==> src/pkg/cpu_guard_regs.vh <==
// Purpose: constants for the cpu register file and change guard
// Assumes: 8-bit cpu data bus, register offsets in i/o space
// Notes: window length counted in executed instructions
`ifndef CPU_GUARD_REGS_VH
`define CPU_GUARD_REGS_VH
`define GUARD_KEY_OFFSET 8'h04
`define GUARD_KEY_RESET 8'h00
`define IO_UNLOCK_KEY 8'hD8
`define SELFPROG_UNLOCK_KEY 8'h9D
`define GUARD_IO_BIT 0
`define GUARD_SP_BIT 1
`define GUARD_WINDOW_INSNS 3'h4
`define PTR_A_LOW 5'h1A
`define PTR_B_LOW 5'h1C
`define PTR_C_LOW 5'h1E
`define PTR_MODE_DISP 2'h0
`define PTR_MODE_POSTINC 2'h1
`define PTR_MODE_PREDEC 2'h2
`define TEMP_BYTE_RESET 8'h00
`endif

==> src/hw/gpr_array.v <==
// Purpose: 32 by 8 working register array, two read ports, wide write
// Assumes: one clock, registered read data
// Notes: a 16-bit write to an even address goes to an even/odd pair; to an odd address only the low byte is written
`timescale 1ns/1ps
module gpr_array #(
    parameter NREG = 32
) (
    input wire mclk,
    input wire rst_b,
    input wire [4:0] rd_a_addr,
    input wire [4:0] rd_b_addr,
    output reg [15:0] rd_a_data,
    output reg [7:0] rd_b_data,
    input wire wr_en,
    input wire wr_wide,
    input wire [4:0] wr_addr,
    input wire [15:0] wr_data
);
    reg [7:0] mem [0:NREG-1];
    wire [4:0] rd_a_hi = {rd_a_addr[4:1], 1'b1};
    genvar i;
    generate
        for (i = 0; i < NREG; i = i + 1) begin : g_reg
            always @(posedge mclk or negedge rst_b) begin
                if (!rst_b) begin
                    mem[i] <= 8'h00;
                end else if (wr_en && wr_addr == i) begin
                    mem[i] <= wr_data[7:0];
                end else if (wr_en && wr_wide && {wr_addr[4:1], 1'b1} == i) begin
                    mem[i] <= wr_data[15:8];
                end
            end
        end
    endgenerate
    always @(posedge mclk or negedge rst_b) begin
        if (!rst_b) begin
            rd_a_data <= 16'h0000;
            rd_b_data <= 8'h00;
        end else begin
            rd_a_data <= {mem[rd_a_hi], mem[rd_a_addr]};
            rd_b_data <= mem[rd_b_addr];
        end
    end
endmodule

==> src/hw/cpu_regfile_wide_access_guard.v <==
// Purpose: cpu register file, pointer pairs, 16-bit temp byte, change guard
// Assumes: cpu core drives ports on mclk; one instruction end pulse per insn
// Notes: register file is private to the core, never on the data bus
// How it works
// - thirty-two eight-bit registers, single cycle access
// - byte and word operand and result ports
// - registers 0x1A-0x1F form three pointers
// - lower address is pointer low byte
// - register file outside data address space
// - pointer displacement, post-increment, pre-decrement
// - program load, call, jump use pointer_c
// - low write to temp, high write commits
// - low read latches high into temp
// - temp byte directly readable and writable
// - protected actions need a valid key
// - io window closes on memory writes, sleep
// - selfprog window closes on nvm access, sleep
// - interrupts held off while window open
// - 0xD8 io key, 0x9D selfprog key
// - guard reads status bits 1:0 only
`timescale 1ns/1ps
`include "cpu_guard_regs.vh"
module cpu_regfile_wide_access_guard #(
    parameter NREG = 32
) (
    input wire mclk,
    input wire rst_b,
    input wire [4:0] rd_a_addr,
    input wire [4:0] rd_b_addr,
    output reg [15:0] opnd_a,
    output reg [7:0] opnd_b,
    input wire res_en,
    input wire res_wide,
    input wire [4:0] res_addr,
    input wire [15:0] res_data,
    input wire ptr_en,
    input wire [1:0] ptr_sel,
    input wire [1:0] ptr_mode,
    input wire [5:0] ptr_disp,
    input wire ptr_use_c,
    output reg [15:0] ptr_addr,
    input wire io_wr,
    input wire io_rd,
    input wire [7:0] io_addr,
    input wire [7:0] io_wdata,
    output reg [7:0] io_rdata,
    input wire wide_lo_wr,
    input wire wide_hi_wr,
    input wire wide_lo_rd,
    input wire wide_hi_rd,
    input wire temp_wr,
    input wire temp_rd,
    input wire [7:0] wide_hi_in,
    output reg [7:0] wide_lo_out,
    output reg [7:0] wide_hi_out,
    output reg wide_commit,
    input wire insn_done,
    input wire mem_wr,
    input wire nvm_access,
    input wire sleep_exec,
    output reg io_change_ok,
    output reg selfprog_ok,
    output reg irq_hold
);
    reg [7:0] temp_r;
    reg [2:0] io_cnt_r;
    reg [2:0] sp_cnt_r;
    reg [4:0] ptr_low;
    reg [15:0] ptr_val;
    reg [15:0] ptr_nxt;
    wire [15:0] arr_a;
    wire [7:0] arr_b;
    wire guard_wr = io_wr && io_addr == `GUARD_KEY_OFFSET;
    wire guard_rd = io_rd && io_addr == `GUARD_KEY_OFFSET;
    wire io_open = io_cnt_r != 3'h0;
    wire sp_open = sp_cnt_r != 3'h0;
    // pointer updates take priority over the result port, whatever register it addresses
    wire arr_wr = res_en || (ptr_en && ptr_mode != `PTR_MODE_DISP);
    wire arr_wide = (ptr_en && ptr_mode != `PTR_MODE_DISP) ? 1'b1 : res_wide;
    wire [4:0] arr_waddr = (ptr_en && ptr_mode != `PTR_MODE_DISP) ? ptr_low : res_addr;
    wire [15:0] arr_wdata = (ptr_en && ptr_mode != `PTR_MODE_DISP) ? ptr_nxt : res_data;
    reg [15:0] ptr_a_r, ptr_b_r, ptr_c_r;
    always @* begin
        ptr_low = `PTR_C_LOW;
        if (!ptr_use_c) begin
            case (ptr_sel)
                2'h0: ptr_low = `PTR_A_LOW;
                2'h1: ptr_low = `PTR_B_LOW;
                default: ptr_low = `PTR_C_LOW;
            endcase
        end
        case (ptr_low)
            `PTR_A_LOW: ptr_val = ptr_a_r;
            `PTR_B_LOW: ptr_val = ptr_b_r;
            default: ptr_val = ptr_c_r;
        endcase
        case (ptr_mode)
            `PTR_MODE_POSTINC: ptr_nxt = ptr_val + 16'h0001;
            `PTR_MODE_PREDEC: ptr_nxt = ptr_val - 16'h0001;
            default: ptr_nxt = ptr_val;
        endcase
    end
    // shadow copies of the pointer pairs track byte writes and even-address word writes to 0x1A-0x1F
    always @(posedge mclk or negedge rst_b) begin
        if (!rst_b) begin
            ptr_a_r <= 16'h0000;
            ptr_b_r <= 16'h0000;
            ptr_c_r <= 16'h0000;
        end else if (arr_wr) begin
            if ({arr_waddr[4:1], 1'b0} == `PTR_A_LOW)
                ptr_a_r <= upd(ptr_a_r);
            if ({arr_waddr[4:1], 1'b0} == `PTR_B_LOW)
                ptr_b_r <= upd(ptr_b_r);
            if ({arr_waddr[4:1], 1'b0} == `PTR_C_LOW)
                ptr_c_r <= upd(ptr_c_r);
        end
    end
    function [15:0] upd;
        input [15:0] old;
        begin
            if (arr_wide)
                upd = arr_wdata;
            else if (arr_waddr[0])
                upd = {arr_wdata[7:0], old[7:0]};
            else
                upd = {old[15:8], arr_wdata[7:0]};
        end
    endfunction
    // register file has its own ports; io_addr never reaches it
    gpr_array #(.NREG(NREG)) u_gpr (
        .mclk(mclk),
        .rst_b(rst_b),
        .rd_a_addr(rd_a_addr),
        .rd_b_addr(rd_b_addr),
        .rd_a_data(arr_a),
        .rd_b_data(arr_b),
        .wr_en(arr_wr),
        .wr_wide(arr_wide),
        .wr_addr(arr_waddr),
        .wr_data(arr_wdata)
    );
    always @* begin
        opnd_a = arr_a;
        opnd_b = arr_b;
    end
    always @(posedge mclk or negedge rst_b) begin
        if (!rst_b) begin
            ptr_addr <= 16'h0000;
        end else if (ptr_en) begin
            if (ptr_mode == `PTR_MODE_DISP)
                ptr_addr <= ptr_val + {10'h000, ptr_disp};
            else if (ptr_mode == `PTR_MODE_PREDEC)
                ptr_addr <= ptr_nxt;
            else
                ptr_addr <= ptr_val;
        end
    end
    // shared temp byte for 16-bit peripheral registers
    always @(posedge mclk or negedge rst_b) begin
        if (!rst_b) begin
            temp_r <= `TEMP_BYTE_RESET;
            wide_lo_out <= 8'h00;
            wide_hi_out <= 8'h00;
            wide_commit <= 1'b0;
        end else begin
            wide_commit <= 1'b0;
            if (temp_wr || wide_lo_wr)
                temp_r <= io_wdata;
            else if (wide_lo_rd)
                temp_r <= wide_hi_in;
            if (wide_hi_wr) begin
                wide_hi_out <= io_wdata;
                wide_lo_out <= temp_r;
                wide_commit <= 1'b1;
            end
        end
    end
    // guard windows count down on instruction ends; a key write wins over closers
    always @(posedge mclk or negedge rst_b) begin
        if (!rst_b) begin
            io_cnt_r <= 3'h0;
            sp_cnt_r <= 3'h0;
        end else begin
            if (guard_wr && io_wdata == `IO_UNLOCK_KEY)
                io_cnt_r <= `GUARD_WINDOW_INSNS;
            else if (guard_wr && io_wdata == `SELFPROG_UNLOCK_KEY)
                io_cnt_r <= 3'h0;
            else if ((io_wr && io_open) || mem_wr || nvm_access || sleep_exec)
                io_cnt_r <= 3'h0;
            else if (insn_done && io_open)
                io_cnt_r <= io_cnt_r - 3'h1;
            if (guard_wr && io_wdata == `SELFPROG_UNLOCK_KEY)
                sp_cnt_r <= `GUARD_WINDOW_INSNS;
            else if (guard_wr && io_wdata == `IO_UNLOCK_KEY)
                sp_cnt_r <= 3'h0;
            else if (nvm_access || sleep_exec)
                sp_cnt_r <= 3'h0;
            else if (insn_done && sp_open)
                sp_cnt_r <= sp_cnt_r - 3'h1;
        end
    end
    always @(posedge mclk or negedge rst_b) begin
        if (!rst_b) begin
            io_rdata <= 8'h00;
            io_change_ok <= 1'b0;
            selfprog_ok <= 1'b0;
            irq_hold <= 1'b0;
        end else begin
            io_change_ok <= io_open;
            selfprog_ok <= sp_open;
            irq_hold <= io_open || sp_open || (guard_wr && (io_wdata == `IO_UNLOCK_KEY ||
                        io_wdata == `SELFPROG_UNLOCK_KEY));
            if (guard_rd)
                io_rdata <= {6'h00, sp_open, io_open};
            else if (temp_rd || wide_hi_rd)
                io_rdata <= temp_r;
            else
                io_rdata <= 8'h00;
        end
    end
endmodule

==> config.mk <==
export PLATFORM = sky130hd
export DESIGN_NAME = cpu_regfile_wide_access_guard
export DESIGN_NICKNAME = d
export VERILOG_FILES = /design/src/hw/gpr_array.v /design/src/hw/cpu_regfile_wide_access_guard.v
export VERILOG_INCLUDE_DIRS = /design/src /design/src/pkg
export SDC_FILE = /design/constraint.sdc
export NUM_CORES = 1
export LEC_CHECK = 0
export BUFFER_PORTS_ARGS = -buffer_cell sky130_fd_sc_hd__buf_4
export CAP_MARGIN = 0
export CELL_PAD_IN_SITES_DETAIL_PLACEMENT = 0
export CELL_PAD_IN_SITES_GLOBAL_PLACEMENT = 1
export CORE_MARGIN = 5
export CORE_UTILIZATION = 36
export CTS_CLUSTER_SIZE = 8
export DETAILED_ROUTE_END_ITERATION = 12
export GPL_TIMING_DRIVEN = 0
export PLACE_DENSITY_LB_ADDON = 0.1
export SLEW_MARGIN = 40
export SYNTH_ARGS = -nofsm -noshare
export SYNTH_HDL_FRONTEND = slang
export SYNTH_SLANG_ARGS = --single-unit
==> constraint.sdc <==
create_clock -name mclk -period 3.4 [get_ports mclk]
set_clock_uncertainty 0.2 [all_clocks]
set_input_delay 0.17 -clock mclk [delete_from_list [all_inputs] [get_ports mclk]]
set_output_delay 0.17 -clock mclk [all_outputs]
set_load 0.05 [all_outputs]
## Yosys cells after proc, flatten, opt, wreduce, memory -nomap -nowiden

Cells that the tools add are included.

| word-level totals | value |
|---|---|
| memory bits (read-only) | 0 |
| memories | 0 |
| output and inout bits | 68 |
| flip-flop bits (word level) | 386 |
| latch bits | 0 |
| RAM bits | 0 |
| word-level logic and storage cells | 283 |

| operators by class | value |
|---|---|
| magnitude comparators | 3 |
| shift operators | 0 |
| reduce and logical (&&, ||, !) cells | 101 |
| muxes and demuxes | 65 |
| add/sub/neg operators | 5 |
| bitwise logic cells | 3 |
| divide/modulo/power cells | 0 |
| multipliers | 0 |
| equality and inequality tests | 55 |

Operator list:

| cell | count |
|---|---|
| $mux W8 | 42 |
| $bmux W8 S5 | 3 |
| $eq A5 B5 Y1 const B | 18 |
| $mux W16 | 5 |
| $pmux W16 S2 | 2 |
| $logic_and A1 B1 Y1 | 58 |
| $eq A5 B4 Y1 const B | 8 |
| $reduce_bool A2 Y1 | 19 |
| $eq A4 B4 Y1 const B | 8 |
| $mux W3 | 8 |
| $eq A5 B3 Y1 const B | 4 |
| $ge A6 B6 Y1 const B | 3 |
| $not A5 Y6 | 3 |
| $reduce_and A3 Y1 | 6 |
| $add A16 B1 Y16 const B | 1 |
| $add A16 B6 Y16 | 1 |
| $eq A4 B3 Y1 const B | 4 |
| $eq A8 B8 Y1 const B | 2 |
| $sub A16 B1 Y16 const B | 1 |
| $eq A5 B2 Y1 const B | 2 |
| $logic_or A1 B1 Y1 | 10 |
| $mux W5 | 2 |
| $eq A4 B2 Y1 const B | 2 |
| $eq A8 B3 Y1 const B | 1 |
| 13 further kinds | 19 |

## Logic depth before layout (Yosys ltp)

Gate-level depths: netlist of the first run.

| depth | value |
|---|---|
| depth after elaboration | 10 |
| mapped depth | 17 |
| depth with buffers taken out | 16 |

## Modules after synthesis

A second synthesis of the first run with hierarchy kept.

| unflattened totals | value |
|---|---|
| cell total of the unflattened synthesis | 1998 |
| area, all modules | 22550.4 sq um |

By module, submodules not included:

| module | area an instance (sq um) | cells an instance | instances | sequential area each (sq um) |
|---|---|---|---|---|
| gpr_array | 15628.7 | 1195 | 1 | 7006.7 |
| cpu_regfile_wide_access_guard | 6921.6 | 803 | 1 | 2652.5 |

## Least setup slack after synthesis of the first run

Ideal clock, no wire load.

| timing | value |
|---|---|
| path type | input -> register |
| start | input port ptr_use_c |
| end | register u_gpr.mem[2] (netlist bit) |
| cell stages on the path | 16 |
| path buffers | 2 |
| required time | 3074 ps |
| arrival time | 3690 ps |
| setup time | 126 ps |
| setup slack | -616 ps |
| cell sequence | or3_2 ha_1 buf_4 buf_4 a221o_1 o21ai_0 inv_1 ha_1 a21o_1 a21o_1 a21oi_4 a21boi_2 or3_4 a31oi_2 nor2_2 a221o_1 |

| on the way | value |
|---|---|
| cells in the longest elaborated chain, start to end | 8 |
| elaborated cells on any way between the ends | 16 |
| those cells by class | 2 x add/sub; 4 x eq/ne; 7 x mux; 3 x reduce/logical |

Ends and longest elaborated chain:

| element | RTL line | RTL |
|---|---|---|
| start: declaration | cpu_regfile_wide_access_guard.v:40 | `input wire ptr_use_c,` |
| $mux W5 * | cpu_regfile_wide_access_guard.v:85 | `if (!ptr_use_c) begin` |
| $eq A5 B5 Y1 | cpu_regfile_wide_access_guard.v:92 | `case (ptr_low)` |
| $pmux W16 S2 | cpu_regfile_wide_access_guard.v:92 |  |
| $sub A16 B1 Y16 or $add A16 B1 Y16 (tied branches) | cpu_regfile_wide_access_guard.v:99, cpu_regfile_wide_access_guard.v:98 |  |
| $pmux W16 S2 | cpu_regfile_wide_access_guard.v:97 | `case (ptr_mode)` |
| $mux W16 | cpu_regfile_wide_access_guard.v:81 | `` wire [15:0] arr_wdata = (ptr_en && ptr_mode != `PTR_MODE_DISP) ? ptr_nxt : res_data; `` |
| $mux W8 | gpr_array.v:29 | `end else if (wr_en && wr_wide && {wr_addr[4:1], 1'b1} == i) begin` |
| $mux W8 | gpr_array.v:27 | `end else if (wr_en && wr_addr == i) begin` |
| end signal: indexed assignment | gpr_array.v:28 | `mem[i] <= wr_data[7:0];` |
| end signal: indexed assignment | gpr_array.v:30 | `mem[i] <= wr_data[15:8];` |
| end: declaration | gpr_array.v:19 | `reg [7:0] mem [0:NREG-1];` |

Mark *: on every way between the ends. The rest lies on a longest branch, timed or not. The select of a mux whose other input is x is not followed.
A chain may end at the register's enable or synchronous reset.

## Worst setup path after layout of the first run

| timing | value |
|---|---|
| start | input port ptr_use_c |
| end | register ptr_b_r[13] |

| on the way | value |
|---|---|
| cells in the longest elaborated chain, start to end | 8 |
| elaborated cells on any way between the ends | 14 |
| those cells by class | 2 x add/sub; 3 x eq/ne; 7 x mux; 2 x reduce/logical |

Ends and longest elaborated chain:

| element | RTL line | RTL |
|---|---|---|
| $mux W5 * | cpu_regfile_wide_access_guard.v:85 |  |
| $eq A5 B5 Y1 | cpu_regfile_wide_access_guard.v:92 |  |
| $pmux W16 S2 | cpu_regfile_wide_access_guard.v:92 |  |
| $sub A16 B1 Y16 or $add A16 B1 Y16 (tied branches) | cpu_regfile_wide_access_guard.v:99, cpu_regfile_wide_access_guard.v:98 |  |
| $pmux W16 S2 | cpu_regfile_wide_access_guard.v:97 |  |
| $mux W16 | cpu_regfile_wide_access_guard.v:81 |  |
| $mux W16 | cpu_regfile_wide_access_guard.v:123 | `else if (arr_waddr[0])` |
| $mux W16 | cpu_regfile_wide_access_guard.v:121 | `if (arr_wide)` |
| end signal: assignment | cpu_regfile_wide_access_guard.v:113 | `ptr_b_r <= upd(ptr_b_r);` |
| end: declaration | cpu_regfile_wide_access_guard.v:82 | `reg [15:0] ptr_a_r, ptr_b_r, ptr_c_r;` |

Marks and branches as above.

==> metrics.txt, run 1 <==
outcome=finished, final reports clean; Setup crit end kind=flip-flop; count of pins over their slew limit=0; critical path fanouts, max=6; clock sinks=386; initial antenna violation count=6; Ports=151; Setup Crit Path Kind=in -> reg; Warnings, synthesis=0; synth top area cells=dfrtp_1 43%, mux4_2 13%, mux2i_1 5.6%, o21ai_0 5.4%, nand2_1 5.4%; drt first pass iters=5; cell count after synthesis=2,143; clk root buf=clkbuf_16; Req. time, crit path=3.69 ns; Clock Pin Slew Worst Setup and Hold Paths=0.05 ns; Area after DPL=0.0248 mm²; Final Critical Period=3.38 ns; port bufs=132; Post-synth EDFFs=0; crit path DAT=3.67 ns; area of the die=0.0672 mm²; most common cell after layout, fill and taps aside=dfrtp_1; number of global-route vias before repair=19,563; CTS buffer count=55; Avg WL per Cell=30.2 µm; setup_tns=0 ns; row cnt=91; worst hold-check path type=in -> reg; area grow syn2layout=25.5%; main flop type after synthesis=dfrtp_1; global route overflow=0; WL final=99,800 µm; highest-count cells in the layout ignoring fill and taps=386 x dfrtp_1, 317 x nand2_1, 218 x o21ai_0; CTS tree=built; Via density=5.89; Max Clock Freq=296 MHz; Pleak=0.0120 µW; max cap viols=0; Yosys top cell by area=dfrtp_1; Worst setup SP type=input pin; FF+latch count, synth=386; Distinct cells, synth=86; H-Tree Depth=2; cell area after layout=0.0280 mm²; vias=19,470; # DRC=0; CTS max path bufs=3; Final Cycle Share=0.995; Post-Syn Area=0.0224 mm²; first-pass GRT wire length=141,000 µm; largest net degree at the start of global routing=69; RSZ-0062 raised after global routing=true; post-detail-place hpwl=73,700 µm; final setup margin=0.0187 ns; Total GRT Usage=0.290; max_slew headroom=0.393; final-stage net count=2,566; Core Util, Final=0.455; initial core utilization=0.363; Slew @ Worst Pin=0.911 ns; Placer Congestion=0.988; PnR Total Power=18,900 µW; CORE AREA=0.0616 mm²; Final Setup Violations=0; ys async rst share=1.00; Yosys top cell area share=0.432; Post-Syn Nets=2,256; Die Y=259 µm; insertion delay to the later sink of the worst-skew pair=0.64 ns; Die Width=259 µm; Peak VDD IR=0.427 mV; Iteration-0 DRC Markers=1,790; Power per Cell Area=674 mW/mm²; pre-CTS WS=-2.02 ns; Final ANT Viol Nets=0; fraction of final layout cells with drive strength greater than 1=0.278; sequential-to-total area share from yosys stat=0.432; endpoints failing hold=0; Avg Synthesized Cell Area=10.4 µm²
-- worst paths after layout --
check                      slack [ns]  depth (start not counted)                 end    startpoint
setup / recovery                 0.02                         18         ptr_b_r[13]     ptr_use_c
min in group asynchronous        0.47                          4  u_gpr.rd_b_data[4]         rst_b
setup reg to reg                 0.17                         12         ptr_b_r[13]    ptr_b_r[7]
hold reg to reg                  0.28                          2          ptr_a_r[7]    ptr_a_r[7]
max in group asynchronous        1.77                          5          ptr_a_r[8]         rst_b
hold / removal                   0.05                          3       u_gpr.mem[50]  res_data[10]
-- where the power goes --
part	internal (µW)	switching [µW]
sequential	5860	1010
combinational	2940	4050
clock	2910	2150
total	11700	7210
-- logic make-up (layout without fill, tap and decap cells) --
group,count (synthesis),in the layout,synth area share
compound gates,573,573,0.158
xor+xnor,27,27,0.0106
fa+ha+maj,30,30,0.0175
buf+inv,197,516,0.0390
flops,386,386,0.432
mux,342,342,0.229
other cells,0,4,0
simple gates,588,588,0.114
-- through the flow --
step / std cells / hold slack, ns
finish: 3303 / 0.0542
floorplan: 2143 / -0.326
CTS: 3271 / 0.0195
global route: 3299 / 0.0376
global placement: 3112 / 0.0893
detailed placement: 3122 / -0.0842
-- synth_stat cells, drive strengths merged (3+ instances only) --
cell type  instances
a211oi            13
a21boi             4
a21o              11
a21oi            110
a221o              9
a221oi            24
a22oi             37
a31oi             11
a32oi              4
and2              15
and3               3
buf               66
clkbuf            94
dfrtp            386
ha                28
inv               37
mux2              89
mux2i            127
mux4             126
nand2            319
nand2b             8
nand3             27
nand3b             5
nand4              9
nor2             156
nor2b             11
nor3               9
nor3b              4
nor4               3
o211ai            22
o21a              15
o21ai            268
o21bai             3
o22ai              5
o31ai             18
or2                5
or3                5
xnor2             20
xor2               7
-- repair_timing --
item,4_1_cts,5_1_grt
pin swaps,11,19
hold endpoints to repair,305,0
endpoints found under the setup margin,266,176
gates cloned,1,2
resized for setup,70,65
hold buffers,65,0
setup buffers,19,26
-- area by class of cell --
type	instances	area (µm²)
Fill cell	5801	33600
Multi-Input combinational cell	1560	12500
Sequential cell	386	9660
Timing Repair Buffer	255	2340
Clock buffer	61	1420
Tap cell	837	1050
Buffer	158	886
Inverter	37	148
Clock inverter	5	78.8
Antenna cell	4	10.0
-- metal layers --
layer	track usage	part of all wire	vias up
met2	0.462	0.46	823
met5	0	0.00044	-
met4	0.149	0.060	6
li1	-	-	8482
met1	0.368	0.40	9919
met3	0.0730	0.080	240
-- critical path: stages --
cell	delay [ns]
buf_6	0.09
or3b_4	0.46
inv_2	0.10
ha_4	0.22
buf_12	0.15
buf_12	0.14
a221o_1	0.30
o21ai_4	0.12
inv_2	0.10
ha_4	0.28
a21oi_4	0.14
o21a_1	0.13
a21o_1	0.22
o21ai_4	0.13
a31oi_4	0.24
mux2i_2	0.30
a221oi_2	0.08
mux2_2	0.28
-- state kept, by name, indices dropped and copies added, names as in the netlist, 16 cells and up --
register         flops
ptr_addr            16
ptr_c_r             16
u_gpr.rd_a_data     16
u_gpr.mem          256
ptr_a_r             16
ptr_b_r             16
(Power assumes the default switching activity.)
==> run 2, diff against run 1 <==
--- a/config.mk
+++ b/config.mk
@@ -6,11 +6,12 @@
 export SDC_FILE = /design/constraint.sdc
 export NUM_CORES = 1
 export LEC_CHECK = 0
+export ABC_AREA = 1
 export BUFFER_PORTS_ARGS = -buffer_cell sky130_fd_sc_hd__buf_4
 export CAP_MARGIN = 0
 export CELL_PAD_IN_SITES_DETAIL_PLACEMENT = 0
 export CELL_PAD_IN_SITES_GLOBAL_PLACEMENT = 1
-export CORE_MARGIN = 5
+export CORE_MARGIN = 2
 export CORE_UTILIZATION = 36
 export CTS_CLUSTER_SIZE = 8
 export DETAILED_ROUTE_END_ITERATION = 12
==> run 2 against run 1 <==
Against the previous run: setup slack better by 0.027 ns; worst hold slack worse by 0.018 ns; synthesized cell count up 42%; largest cell class unchanged; highest routed layer unchanged.
==> metrics.txt, run 2 <==
Yosys top cell area share=0.430 (-0.00262); endpoints failing hold=0 (unchanged); Post-Synth Simple-Gate Area=0.231 (+0.117); post-detail-place hpwl=104,000 µm (+41%); Final Setup Violations=0 (unchanged); outcome=finished, final reports clean; mux cell area share after synthesis=0.00178 (-0.227); clk root buf=clkbuf_16; max cap viols=0 (unchanged); Setup Crit Path Kind=in -> reg; Via density=6.16 (+4.6%); area grow syn2layout=25.1%; max_slew headroom=0.351 (-0.0419); post-synthesis compound-gate area fraction=0.242 (+0.0841); Req. time, crit path=3.76 ns (+0.07 ns); worst reg2reg startpoint=ptr_a_r[1]; crit path DAT=3.71 ns (+0.04 ns); Placer Congestion=1.07 (+8.5%); Avg WL per Cell=31.5 µm (+4.2%); most common cell after layout, fill and taps aside=nand2_1; Pleak=0.0122 µW (+2.2%); Post-synth top cells=643 x nand2_1, 441 x o21ai_0, 386 x dfrtp_1, 284 x nor2_1, 259 x nand3_1; Core Util, Final=0.456 (+0.000498); placed cells=4,034 (+29%); ys async rst share=1.00 (unchanged); Largest register FFs=256 (unchanged); CORE AREA=0.0617 mm² (+0.18%); Iteration-0 DRC Markers=3,278 (+83%); Post-Route M1 WL=48,900 µm (+24%); fraction of final layout cells with drive strength greater than 1=0.131 (-0.147); cell count after synthesis=3,041 (+42%); pre-CTS WS=-1.97 ns (+0.0487 ns); synth top area cells=dfrtp_1 43%, nand2_1 11%, o21ai_0 9.8%, nand3_1 5.8%, nor2_1 4.7%; row cnt=91 (unchanged); Met2 Wirelength=59,200 µm (+28%); worst hold-check path type=in -> reg; Worst setup startpoint=ptr_en; clock sinks=386 (unchanged); CTS buffer count=54 (-1.8%); worst hold start=ptr_disp[5]; Warnings, synthesis=0 (unchanged); initial core utilization=0.364 (+0.00154); Final ANT Viol Nets=0 (unchanged); port bufs=145 (+9.8%); uppermost routed layer=met5; Max Clock Freq=298 MHz (+0.80%); Worst setup SP type=input pin; metal3 WL=12,600 µm (+59%); FF+latch count, synth=386 (unchanged); Final Instance Count excl. Fillers=4,201 (+27%); largest net degree at the start of global routing=72 (+4.3%); final-stage net count=3,469 (+35%); critical path fanouts, max=10 (+4); Distinct cells, synth=47 (-45%); final setup margin=0.0457 ns (+0.0270 ns); Yosys top cell by area=dfrtp_1; Most flops, register=u_gpr.mem; Post-Syn Nets=3,154 (+40%); Post-Syn Area=0.0225 mm² (+0.61%); main flop type after synthesis=dfrtp_1; first-pass GRT wire length=184,000 µm (+30%); initial antenna violation count=11 (+5); Post-synth EDFFs=0 (unchanged); Peak VDD IR=0.468 mV (+9.7%); # DRC=0 (unchanged); sequential-to-total area share from yosys stat=0.430 (-0.00262); post-synthesis xor/xnor area fraction=0.00467 (-0.00591); Hold Path Stages=5 (+2); area of the die=0.0645 mm² (-4.0%); Slew @ Worst Pin=0.974 ns (+0.0629 ns); Power per Cell Area=679 mW/mm² (+0.77%); Ports=151 (unchanged); Die Width=254 µm (-2.0%); number of global-route vias before repair=25,120 (+28%); H-Tree Depth=2 (unchanged); count of pins over their slew limit=0 (unchanged); Final Critical Period=3.35 ns (-0.0270 ns); cell with the most instances after synthesis=nand2_1; vias=25,892 (+33%); Avg Synthesized Cell Area=7.40 µm² (-29%); Total GRT Usage=0.407 (+0.117); drt first pass iters=8 (+3); WL final=132,000 µm (+33%); insertion delay to the later sink of the worst-skew pair=0.63 ns (about the same); Clock Pin Slew Worst Setup and Hold Paths=0.06 ns (about the same); Final Cycle Share=0.987 (-0.00793); highest-count cells in the layout ignoring fill and taps=635 x nand2_1, 424 x o21ai_0, 386 x dfrtp_1; CTS max path bufs=3 (unchanged); CTS tree=built; global route overflow=0 (unchanged); main combinational cell family by area after synthesis=compound AO/OA/AOI/OAI gates; worst reg2reg path depth=18 (+6); adder-cell share of the synthesized area=0.0174 (-0.000106); Setup crit end kind=flip-flop; Die Y=254 µm (-2.0%)
[run 2: cell count changes in the layout (fill, tap and decap cells not counted), moves of 126 or more]
cell     change
o21ai_0    +206
mux4_2     -126
nand2_1    +318
nand3_1    +224
inv_1      +165
nor2_1     +135
[run 2: cell type report]
type / instances / area [µm²]
repair buffers: 262 / 2420
clock inverters: 3 / 56.3
diodes: 2 / 5.00
flip-flops and latches: 386 / 9660
fillers: 6314 / 33600
inverters: 239 / 901
multi-input cells: 2221 / 11700
plain buffers: 192 / 968
well taps: 837 / 1050
clock buffers: 59 / 1380
[run 2: per-stage QoR]
stage                     hold WS [ns]  power [µW]  setup TNS [ns]  area (µm²)
after floorplan                 -0.326       10100               0       22500
after global placement           0.124       13200        -1307.37       24600
after detailed placement       -0.0720       13400         -439.41       25000
after CTS                     0.000267       18700        -0.00241       27800
after global routing            0.0353       19700         -0.0240       28100
final                           0.0361       19100               0       28100
[run 2: cells by family after synthesis]
logic type	after synthesis
muxes	4
AOI/OAI and AO/OA	923
buffers and inverters	434
xor gates and xnor gates	12
adders and majority gates	30
DFF	386
and+or+nand+nor	1252
[run 2: per-layer routing]
| metal | vias up | track usage |
|---|---|---|
| met5 | - | 0 |
| met4 | 10 | 0.291 |
| met3 | 456 | 0.0848 |
| met2 | 1641 | 0.642 |
| met1 | 12686 | 0.495 |
| li1 | 11099 | - |
[run 2: path summary, 6_finish.rpt]
| path | endpoint | slack, ns |
|---|---|---|
| setup reg to reg | ptr_c_r[7] | 0.16 |
| max in group asynchronous | u_gpr.mem[23] | 1.61 |
| hold reg to reg | ptr_b_r[12] | 0.28 |
| setup / recovery | u_gpr.mem[135] | 0.05 |
| hold / removal | ptr_addr[5] | 0.04 |
| min in group asynchronous | u_gpr.mem[189] | 0.49 |
[run 2: where the power goes]
part           total [µW]  leakage [µW]  switching, µW  internal [µW]
sequential           7630       0.00483           1720           5910
clock                4960      0.000704           2130           2830
combinational        6520       0.00669           4390           2130
[run 2: critical path, stage by stage]
cell           delay [ns]
dlygate4sd3_1        0.54
buf_4                0.17
inv_2                0.13
nor2_4               0.36
buf_4                0.28
buf_2                0.30
or2_2                0.16
clkbuf_1             0.63
buf_1                0.67
nand3_1              0.17
nand3_1              0.12
[run 2: what timing repair did]
item,in CTS,in global routing
hold buffers,74,0
gates resized for setup,114,57
buffers inserted,16,13
hold endpoints to repair,276,0
cloned,1,2
endpoints found under the setup margin,297,253
pin swaps,4,9
